[src/hdl/sar_ctl_pkg.sv]
// shared constants and carriers for the converter control block
package sar_ctl_pkg;
  localparam int RES_BITS = 10;
  localparam int NUM_CODES = 1024;
  // register word offsets (byte addresses)
  localparam logic [3:0] OFF_CTRL0 = 4'h0;
  localparam logic [3:0] OFF_CTRL1 = 4'h4;
  localparam logic [3:0] OFF_CTRL2 = 4'h8;
  localparam logic [3:0] OFF_RESULT = 4'hC;
  // converter_control_0 fields
  localparam int C0_ON = 0;
  localparam int C0_GO = 1;
  localparam int C0_CHS_LSB = 2;
  localparam int C0_IRQF = 6;
  localparam int C0_IRQE = 7;
  // converter_control_1 fields
  localparam int C1_PCFG_LSB = 0;
  localparam int C1_VREFN = 4;
  localparam int C1_VREFP = 5;
  // converter_control_2 fields
  localparam int C2_CS_LSB = 0;
  localparam int C2_ACQ_LSB = 3;
  localparam int C2_FMT = 7;
  // reset values
  localparam logic [7:0] RST_CTRL0 = 8'h00;
  localparam logic [7:0] RST_CTRL1 = 8'h00;
  localparam logic [7:0] RST_CTRL2 = 8'h00;
  // timing counts in conversion_bit_period units
  localparam logic [4:0] CONV_TADS = 5'h0B;
  localparam logic [4:0] GAP_TADS = 5'h02;
  // the rc source period, in core cycles at 25 MHz (roughly 1 us)
  localparam logic [6:0] RC_DIV = 7'h19;

  typedef enum logic [2:0] {
    ST_IDLE = 3'b000,
    ST_ACQ = 3'b001,
    ST_CONV = 3'b011,
    ST_GAP = 3'b010
  } sar_state_t;

  typedef struct packed {
    logic [3:0] chan;
    logic vref_pos_ext;
    logic vref_neg_ext;
    logic hold;
  } analog_ctl_t;

  function automatic logic [4:0] acq_tads(input logic [2:0] code);
    case (code)
      3'h1: acq_tads = 5'h02;
      3'h2: acq_tads = 5'h04;
      3'h3: acq_tads = 5'h06;
      3'h4: acq_tads = 5'h08;
      3'h5: acq_tads = 5'h0C;
      3'h6: acq_tads = 5'h10;
      3'h7: acq_tads = 5'h14;
      default: acq_tads = 5'h00;
    endcase
  endfunction
endpackage

[src/hdl/tad_divider.sv]
// conversion_bit_period enable generator
`timescale 1ns/1ps
module tad_divider (
  input wire logic i_core_clk,
  input wire logic i_srst,
  input wire logic i_run,
  input wire logic [2:0] i_sel,
  output logic o_tick
);
  logic [6:0] cnt;
  logic [6:0] lim;

  // divisor minus one; x11 selects the internal rc source
  always_comb begin
    case (i_sel)
      3'h0: lim = 7'h01;
      3'h4: lim = 7'h03;
      3'h1: lim = 7'h07;
      3'h5: lim = 7'h0F;
      3'h2: lim = 7'h1F;
      3'h6: lim = 7'h3F;
      default: lim = sar_ctl_pkg::RC_DIV - 7'h01;
    endcase
  end

  // held clear while not running, so the first bit period after leaving idle is full length
  always_ff @(posedge i_core_clk) begin
    if (i_srst || !i_run) begin
      cnt <= 7'h00;
      o_tick <= 1'b0;
    end else if (cnt >= lim) begin
      cnt <= 7'h00;
      o_tick <= 1'b1;
    end else begin
      cnt <= cnt + 7'h01;
      o_tick <= 1'b0;
    end
  end
endmodule

[src/hdl/sar_adc_conversion_control.sv]
// successive-approximation converter control with avalon-mm registers
//
// Chosen here: the register addresses and register access over Avalon-MM.
`timescale 1ns/1ps
// What this block does
// - software picks supply rails or external pins as reference
// - rc conversion clock keeps converting while core is asleep
// - result built by successive approximation from held sample
// - reset restores registers, turns off converter, aborts conversion
// - each analog pin selectable as analog channel or digital io
// - completion loads result, clears start bit, sets irq flag
// - result pair not touched by reset
// - programmable acquisition inserted after start bit set
// - bit period per bit; two periods wait before next acquisition
// - result is ten bits, 1024 codes
// - a conversion takes eleven bit periods
// - clearing start bit aborts, result keeps previous value
// - acquisition code zero converts immediately; this is reset value
module sar_adc_conversion_control (
  input wire logic i_core_clk,
  input wire logic i_srst,
  input wire logic i_sleep,
  input wire logic [3:0] i_avs_address,
  input wire logic i_avs_read,
  input wire logic i_avs_write,
  input wire logic [31:0] i_avs_writedata,
  input wire logic [3:0] i_avs_byteenable,
  output logic [31:0] o_avs_readdata,
  output logic o_avs_waitrequest,
  input wire logic i_cmp_high,
  output sar_ctl_pkg::analog_ctl_t o_analog,
  output logic [9:0] o_dac_code,
  output logic [12:0] o_pin_analog,
  output logic o_irq
);
  localparam int W = sar_ctl_pkg::RES_BITS;

  logic [7:0] ctrl0;
  logic [7:0] ctrl1;
  logic [7:0] ctrl2;
  logic [W-1:0] result;
  logic [W-1:0] trial;
  logic [4:0] tad_cnt;
  logic [4:0] bit_idx;
  sar_ctl_pkg::sar_state_t state;
  logic cmp_s1, cmp_s2, cmp_s3;
  logic tick;
  logic done_pulse;
  logic abort_pulse;
  logic run_div;
  logic acc;
  logic wr_go_clear;
  logic [W-1:0] next_trial;

  // reads are captured in the first cycle so data stands at the ack edge;
  // writes land only on the ack edge itself
  assign acc = (i_avs_read && o_avs_waitrequest) || (i_avs_write && !o_avs_waitrequest);
  assign wr_go_clear = acc && i_avs_write && i_avs_address == sar_ctl_pkg::OFF_CTRL0
    && i_avs_byteenable[0] && !i_avs_writedata[sar_ctl_pkg::C0_GO];
  // the core clock only counts in sleep when the rc source is chosen
  assign run_div = state != sar_ctl_pkg::ST_IDLE
    && (!i_sleep || ctrl2[1:0] == 2'b11);

  tad_divider u_div (
    .i_core_clk(i_core_clk),
    .i_srst(i_srst),
    .i_run(run_div),
    .i_sel(ctrl2[2:0]),
    .o_tick(tick)
  );

  // comparator from the analog side, three stage synchroniser
  always_ff @(posedge i_core_clk) begin
    cmp_s1 <= i_cmp_high;
    cmp_s2 <= cmp_s1;
    cmp_s3 <= cmp_s2;
  end

  // one wait cycle per access keeps read data registered
  always_ff @(posedge i_core_clk) begin
    if (i_srst) begin
      o_avs_waitrequest <= 1'b1;
    end else if ((i_avs_read || i_avs_write) && o_avs_waitrequest) begin
      o_avs_waitrequest <= 1'b0;
    end else begin
      o_avs_waitrequest <= 1'b1;
    end
  end

  always_ff @(posedge i_core_clk) begin
    if (i_srst) begin
      o_avs_readdata <= 32'h00000000;
    end else if (acc && i_avs_read) begin
      case (i_avs_address)
        sar_ctl_pkg::OFF_CTRL0: o_avs_readdata <= {24'h000000, ctrl0};
        sar_ctl_pkg::OFF_CTRL1: o_avs_readdata <= {24'h000000, ctrl1};
        sar_ctl_pkg::OFF_CTRL2: o_avs_readdata <= {24'h000000, ctrl2[7], 1'b0, ctrl2[5:0]};
        sar_ctl_pkg::OFF_RESULT: begin
          if (ctrl2[sar_ctl_pkg::C2_FMT]) begin
            o_avs_readdata <= {16'h0000, 6'h00, result[9:8], result[7:0]};
          end else begin
            o_avs_readdata <= {16'h0000, result, 6'h00};
          end
        end
        default: o_avs_readdata <= 32'h00000000;
      endcase
    end
  end

  // go and the flag are hardware-owned; a set from hardware wins the cycle
  always_ff @(posedge i_core_clk) begin
    if (i_srst) begin
      ctrl0 <= sar_ctl_pkg::RST_CTRL0;
    end else begin
      if (acc && i_avs_write && i_avs_address == sar_ctl_pkg::OFF_CTRL0
          && i_avs_byteenable[0]) begin
        ctrl0 <= i_avs_writedata[7:0];
        // go only starts when enabled and the converter is quiet
        ctrl0[sar_ctl_pkg::C0_GO] <= i_avs_writedata[sar_ctl_pkg::C0_GO]
          && i_avs_writedata[sar_ctl_pkg::C0_ON]
          && (ctrl0[sar_ctl_pkg::C0_GO] || state == sar_ctl_pkg::ST_IDLE);
      end
      if (done_pulse || abort_pulse) begin
        ctrl0[sar_ctl_pkg::C0_GO] <= 1'b0;
      end
      if (done_pulse) begin
        ctrl0[sar_ctl_pkg::C0_IRQF] <= 1'b1;
      end
    end
  end

  always_ff @(posedge i_core_clk) begin
    if (i_srst) begin
      ctrl1 <= sar_ctl_pkg::RST_CTRL1;
      ctrl2 <= sar_ctl_pkg::RST_CTRL2;
    end else if (acc && i_avs_write && i_avs_byteenable[0]) begin
      if (i_avs_address == sar_ctl_pkg::OFF_CTRL1) begin
        ctrl1 <= i_avs_writedata[7:0];
      end
      if (i_avs_address == sar_ctl_pkg::OFF_CTRL2) begin
        ctrl2 <= {i_avs_writedata[7], 1'b0, i_avs_writedata[5:0]};
      end
    end
  end

  assign abort_pulse = state != sar_ctl_pkg::ST_IDLE && state != sar_ctl_pkg::ST_GAP
    && (wr_go_clear || !ctrl0[sar_ctl_pkg::C0_ON]);

  // sequencer: idle, acquire, convert, gap
  always_ff @(posedge i_core_clk) begin
    if (i_srst) begin
      state <= sar_ctl_pkg::ST_IDLE;
      tad_cnt <= 5'h00;
      done_pulse <= 1'b0;
    end else begin
      done_pulse <= 1'b0;
      unique case (state)
        sar_ctl_pkg::ST_IDLE: begin
          tad_cnt <= 5'h00;
          if (ctrl0[sar_ctl_pkg::C0_GO] && ctrl0[sar_ctl_pkg::C0_ON]) begin
            if (ctrl2[5:3] == 3'h0) begin
              state <= sar_ctl_pkg::ST_CONV;
            end else begin
              state <= sar_ctl_pkg::ST_ACQ;
            end
          end
        end
        sar_ctl_pkg::ST_ACQ: begin
          if (abort_pulse) begin
            state <= sar_ctl_pkg::ST_GAP;
            tad_cnt <= 5'h00;
          end else if (tick) begin
            if (tad_cnt + 5'h01 >= sar_ctl_pkg::acq_tads(ctrl2[5:3])) begin
              state <= sar_ctl_pkg::ST_CONV;
              tad_cnt <= 5'h00;
            end else begin
              tad_cnt <= tad_cnt + 5'h01;
            end
          end
        end
        sar_ctl_pkg::ST_CONV: begin
          if (abort_pulse) begin
            state <= sar_ctl_pkg::ST_GAP;
            tad_cnt <= 5'h00;
          end else if (tick) begin
            if (tad_cnt == sar_ctl_pkg::CONV_TADS - 5'h01) begin
              state <= sar_ctl_pkg::ST_GAP;
              tad_cnt <= 5'h00;
              done_pulse <= 1'b1;
            end else begin
              tad_cnt <= tad_cnt + 5'h01;
            end
          end
        end
        sar_ctl_pkg::ST_GAP: begin
          if (tick) begin
            if (tad_cnt == sar_ctl_pkg::GAP_TADS - 5'h01) begin
              state <= sar_ctl_pkg::ST_IDLE;
              tad_cnt <= 5'h00;
            end else begin
              tad_cnt <= tad_cnt + 5'h01;
            end
          end
        end
        default: state <= sar_ctl_pkg::ST_IDLE;
      endcase
    end
  end

  // bit period 0 settles; periods 1..10 decide bits 9..0
  assign bit_idx = 5'(W) - tad_cnt;
  always_comb begin
    next_trial = trial;
    if (tad_cnt >= 5'h01 && tad_cnt <= 5'(W)) begin
      if (!cmp_s3 && cmp_s2 == cmp_s3) begin
        next_trial[bit_idx[3:0]] = 1'b0;
      end
      if (bit_idx != 5'h00) begin
        next_trial[bit_idx[3:0] - 4'h1] = 1'b1;
      end
    end
  end

  always_ff @(posedge i_core_clk) begin
    if (i_srst) begin
      trial <= 10'h200;
    end else if (state != sar_ctl_pkg::ST_CONV) begin
      trial <= 10'h200;
    end else if (tick) begin
      trial <= next_trial;
    end
  end

  // no reset term: contents survive any reset
  always_ff @(posedge i_core_clk) begin
    if (done_pulse) begin
      result <= trial;
    end else if (acc && i_avs_write && i_avs_address == sar_ctl_pkg::OFF_RESULT) begin
      if (i_avs_byteenable[0]) begin
        result[7:0] <= i_avs_writedata[7:0];
      end
      if (i_avs_byteenable[1]) begin
        result[9:8] <= i_avs_writedata[9:8];
      end
    end
  end

  always_ff @(posedge i_core_clk) begin
    if (i_srst) begin
      o_analog <= '0;
      o_dac_code <= 10'h000;
      o_pin_analog <= 13'h0000;
      o_irq <= 1'b0;
    end else begin
      o_analog.chan <= ctrl0[5:2];
      o_analog.vref_pos_ext <= ctrl1[sar_ctl_pkg::C1_VREFP];
      o_analog.vref_neg_ext <= ctrl1[sar_ctl_pkg::C1_VREFN];
      o_analog.hold <= state == sar_ctl_pkg::ST_IDLE ? 1'b0 :
        (state == sar_ctl_pkg::ST_CONV);
      o_dac_code <= trial;
      // pcfg n: channels below 15-n are analog
      for (int k = 0; k < 13; k++) begin
        o_pin_analog[k] <= 4'(k) < 4'hF - ctrl1[3:0];
      end
      o_irq <= ctrl0[sar_ctl_pkg::C0_IRQF] && ctrl0[sar_ctl_pkg::C0_IRQE];
    end
  end

  a_go_stays: assert property (@(posedge i_core_clk) disable iff (i_srst)
    (state == sar_ctl_pkg::ST_CONV && !done_pulse && !abort_pulse
     && !$past(done_pulse)) |-> ctrl0[sar_ctl_pkg::C0_GO])
    else $error("start bit dropped during conversion");
  a_done_flag: assert property (@(posedge i_core_clk) disable iff (i_srst)
    done_pulse |=> ctrl0[sar_ctl_pkg::C0_IRQF] && !ctrl0[sar_ctl_pkg::C0_GO]
      && result == $past(trial))
    else $error("completion effects missing");
  a_abort_keeps: assert property (@(posedge i_core_clk) disable iff (i_srst)
    abort_pulse && !(acc && i_avs_write && i_avs_address == sar_ctl_pkg::OFF_RESULT)
      |=> result == $past(result))
    else $error("abort changed result");
  a_gap_after: assert property (@(posedge i_core_clk) disable iff (i_srst)
    done_pulse |-> state == sar_ctl_pkg::ST_GAP ##1 state == sar_ctl_pkg::ST_GAP)
    else $error("no gap after conversion");
  a_manual_start: assert property (@(posedge i_core_clk) disable iff (i_srst)
    (state == sar_ctl_pkg::ST_IDLE && ctrl0[1] && ctrl0[0] && ctrl2[5:3] == 3'h0)
      |=> state == sar_ctl_pkg::ST_CONV)
    else $error("manual mode did not convert at once");
  a_auto_acq: assert property (@(posedge i_core_clk) disable iff (i_srst)
    (state == sar_ctl_pkg::ST_IDLE && ctrl0[1] && ctrl0[0] && ctrl2[5:3] != 3'h0)
      |=> state == sar_ctl_pkg::ST_ACQ)
    else $error("acquisition phase skipped");
  a_conv_len: assert property (@(posedge i_core_clk) disable iff (i_srst)
    done_pulse |-> $past(tad_cnt) == sar_ctl_pkg::CONV_TADS - 5'h01)
    else $error("conversion length wrong");
  a_hold_conv: assert property (@(posedge i_core_clk) disable iff (i_srst)
    $rose(state == sar_ctl_pkg::ST_CONV) |=> o_analog.hold)
    else $error("capacitor still connected");
  a_reset_off: assert property (@(posedge i_core_clk)
    i_srst |=> ctrl0 == 8'h00 && state == sar_ctl_pkg::ST_IDLE)
    else $error("reset did not stop converter");
  c_done: cover property (@(posedge i_core_clk) disable iff (i_srst) done_pulse);
  c_abort: cover property (@(posedge i_core_clk) disable iff (i_srst) abort_pulse);
  c_acq: cover property (@(posedge i_core_clk) disable iff (i_srst)
    state == sar_ctl_pkg::ST_ACQ ##1 state == sar_ctl_pkg::ST_CONV);
  c_sleep: cover property (@(posedge i_core_clk) disable iff (i_srst) i_sleep && tick);
endmodule

[config.mk]
export PLATFORM = sky130hd
export DESIGN_NAME = sar_adc_conversion_control
export DESIGN_NICKNAME = d
export VERILOG_FILES = /design/src/hdl/sar_ctl_pkg.sv /design/src/hdl/tad_divider.sv /design/src/hdl/sar_adc_conversion_control.sv
export SDC_FILE = /design/constraint.sdc
export NUM_CORES = 1
export LEC_CHECK = 0
export BUFFER_PORTS_ARGS = -buffer_cell sky130_fd_sc_hd__buf_2
export CAP_MARGIN = 20
export CORE_MARGIN = 4
export CORE_UTILIZATION = 40
export CTS_BUF_LIST = sky130_fd_sc_hd__clkbuf_16
export CTS_CLUSTER_DIAMETER = 40
export DETAILED_ROUTE_END_ITERATION = 7
export PLACE_DENSITY_LB_ADDON = 0.3
export SKIP_CTS_REPAIR_TIMING = 1
export SYNTH_ARGS = -nofsm -noshare
export SYNTH_HDL_FRONTEND = slang
export SYNTH_SLANG_ARGS = --single-unit
export TNS_END_PERCENT = 100
[constraint.sdc]
create_clock -name i_core_clk -period 3.8 [get_ports i_core_clk]
set_input_delay 0.57 -clock i_core_clk [delete_from_list [all_inputs] [get_ports i_core_clk]]
set_output_delay 0.57 -clock i_core_clk [all_outputs]
set_load 0.02 [all_outputs]
==> flow_summary.ini <==
[run_status]
status = finished, final reports clean

[pwr]
power_uw = 2280
power_leakage_uw = 0.00237
ir_worst_vdd_v = 0.000169
power_density_nw_per_um2 = 398

[worst_setup_path]
ff2ff_path_depth = 9
end_kind = register
critPathLaunch = tad_cnt[0]$_SDFFE_PP0P_
critPathArrivalTime_ns = 3.24
crit_required_ns = 4.09
crit_path_frequent_cell = ha_1
slowest_stage = dfxtp_1
cp-endpoint = tad_cnt[2]$_SDFFE_PP0P_
slowest_delay_ns = 0.59
rrSetupSlack_ns = 0.85
crit_type = register to register
crit_path_start_kind = register
cp_max_fo = 14
timing.rr.end = tad_cnt[2]$_SDFFE_PP0P_
crit_chain = ha_1, xnor2_2, inv_2, ha_1, nand3_1, a2bb2oi_1, nand3b_1, a2111oi_4, a221o_1
timing.rr.start = tad_cnt[0]$_SDFFE_PP0P_

[timing]
slew_viol_final = 0
report.final.hold_viol_count = 0
max_freq_mhz = 339
fin_setup_tns_ns = 0
fin_crit_ns = 2.95
slew_headroom_pct = 42.8
timing_worst_slew_pin_value_ns = 0.852
setup_violations = 0
fin_crit_sh_pct = 77.7
rsz0062_at_grt = false
skew_ns = 0.00788

[floorplanning]
die_h_um = 120
pin_count = 110
core_area_um2 = 12200
die_area_um2 = 14500
start_util_pct = 41.4
rows = 40
die_w_um = 120

[drt]
vias = 3927
route.final.wire_length_um = 11600
ant_nets = 0
wire_per_inst_um = 15.3
drt_iter0_markers = 249
vias_per_cell = 5.16
drcViolationCount = 0
first_pass_iters = 5

[yosys]
ys_async_sr_fraction_pct = 0
syn_area_um2 = 5040
synth_edf_count = 10
synth_top_area_cell = dfxtp_1
yosysUniqueCellTypes = 67
synth.top_cell.area_share_pct = 39.7
ys_seq_area_share_pct = 45.7
syn_area_per_cell_um2 = 9.39
syn_inst = 537
yosysWarningCount = 0
ys_top_cells_by_area = dfxtp_1, edfxtp_1, ha_1
synth_ff_type = dfxtp_1
ys_ff_latch = 110

[global_routing]
grt_pass1_wl_um = 18800
grt_max_degree = 65
grt_pass1_vias = 3737
antenna_found_initial = 0
grt_overflow_total = 0
grt_use_total_pct = 16.0

[hold_path]
whs_path_depth = 1
hold_class = primary input to register

[final_layout]
fillers = 1166
layout-drive-gt1-share_pct = 18.9
fin_nets = 655
area_growth_pct = 13.9
diodes = 0

[placement]
port_buffers = 69
gp_congestion = 0.856
dpl.hpwl_um = 8600

[clock_network]
cts_buffer_depth = 2
cts_buffers = 9
root_buffer = clkbuf_16
insertion_delay_ns = 0.35
cts_tree = yes
clock_sinks = 110
cts-htree-levels = 3
clkSlewWorstSetupHoldPaths_ns = 0.08

[job]
drv_cap = 0
## flip-flops by register name (all words and copies together), names as in the netlist, 2 cells and up
signal and count:
result 10, o_dac_code 10, state 2, tad_cnt 5
u_div.cnt 7, ctrl1 8, o_analog 7, o_avs_readdata 16
ctrl0 8, o_pin_analog 13, ctrl2 7, trial 10
## cell usage in the layout (no fill, tap or decap), types with 7 or more instances in the layout
cell / count
a21oi_1: 31
a221o_1: 7
a22oi_1: 15
buf_2: 69
clkbuf_16: 9
conb_1: 16
dfxtp_1: 100
edfxtp_1: 10
ha_1: 21
inv_1: 21
mux2_2: 12
mux2i_1: 19
nand2_1: 42
nand3_1: 28
nor2_1: 48
nor2b_1: 22
nor3_1: 8
o21ai_0: 13
xnor2_1: 8
## through the flow
stage | hold slack, ns | setup WS [ns] | utilization (%) | instances | instance area [um^2]
floorplan | 0.310 | 1.35 | - | 552 | 5100
global placement | 0.310 | 0.954 | 44.6 | 745 | 5430
detailed placement | 0.315 | 0.906 | 44.6 | 745 | 5430
CTS | 0.306 | 0.861 | 47.2 | 761 | 5740
global route | 0.311 | 0.584 | 47.2 | 761 | 5740
finish | 0.315 | 0.847 | 47.2 | 761 | 5740
## how the worst min path moves through the flow
stage,endpoint,slack [ns],startpoint
6_report,cmp_s1$_DFF_P_,0.32,i_cmp_high
5_1_grt,cmp_s1$_DFF_P_,0.31,i_cmp_high
4_1_cts,cmp_s1$_DFF_P_,0.31,i_cmp_high
3_5_place_dp,cmp_s2$_DFF_P_,0.32,cmp_s1$_DFF_P_
3_3_place_gp,cmp_s2$_DFF_P_,0.31,cmp_s1$_DFF_P_
2_1_floorplan,cmp_s2$_DFF_P_,0.31,cmp_s1$_DFF_P_
## power by group
group	internal (uW)	switching, uW
sequential	1180	5.88
combinational	34.4	83.7
clock	529	449
total	1750	539
## per-layer routing
layer  up-vias  global-route usage, %  part of all wire [%]
met5         -                      0                     0
met1      1845                   21.1                    45
met3        12                   2.67                   4.7
met2       101                   27.1                    49
met4         0                   4.60                   1.2
li1       1969                      -                     -
## logic make-up (layout without fill, tap and decap cells)
family / after synthesis / count (layout) / share of synthesized area (%)
simple gates: 177 / 177 / 17.1
other cells: 1 / 16 / 0.0744
flops: 110 / 110 / 45.7
buf+inv: 70 / 111 / 6.60
compound gates: 116 / 116 / 16.8
mux: 31 / 31 / 6.45
xor+xnor: 11 / 11 / 2.06
fa+ha+maj: 21 / 21 / 5.21
## critical path: cells and delay by family (launching register included)
| family | cells | cell delay, ns |
|---|---|---|
| compound gates | 3 | 0.78 |
| simple gates | 2 | 0.28 |
| fa+ha+maj | 2 | 0.86 |
| buf+inv | 1 | 0.15 |
| flops | 1 | 0.59 |
| xor+xnor | 1 | 0.23 |
## Yosys cell counts, types with 7 or more instances
cell type and number:
nand3_1 28, mux2i_1 19, mux2_2 12, buf_4 16
a22oi_1 15, ha_1 21, edfxtp_1 10, nand2_1 42
a221o_1 7, buf_2 8, nor2_1 48, a21oi_1 31
dfxtp_1 100, inv_1 21, nor3_1 8, nor2b_1 22
xnor2_1 8, clkbuf_1 22, o21ai_0 13
## cell type report
type | count | area, um^2 | area share (%)
Clock buffer | 9 | 225 | 3.92
Clock inverter | 7 | 87.6 | 1.53
Inverter | 23 | 86.3 | 1.50
Multi-Input combinational cell | 372 | 2460 | 42.9
Sequential cell | 110 | 2300 | 40.1
Tap cell | 168 | 210 | 3.66
Timing Repair Buffer | 72 | 368 | 6.41
(Power assumes the default switching activity.)
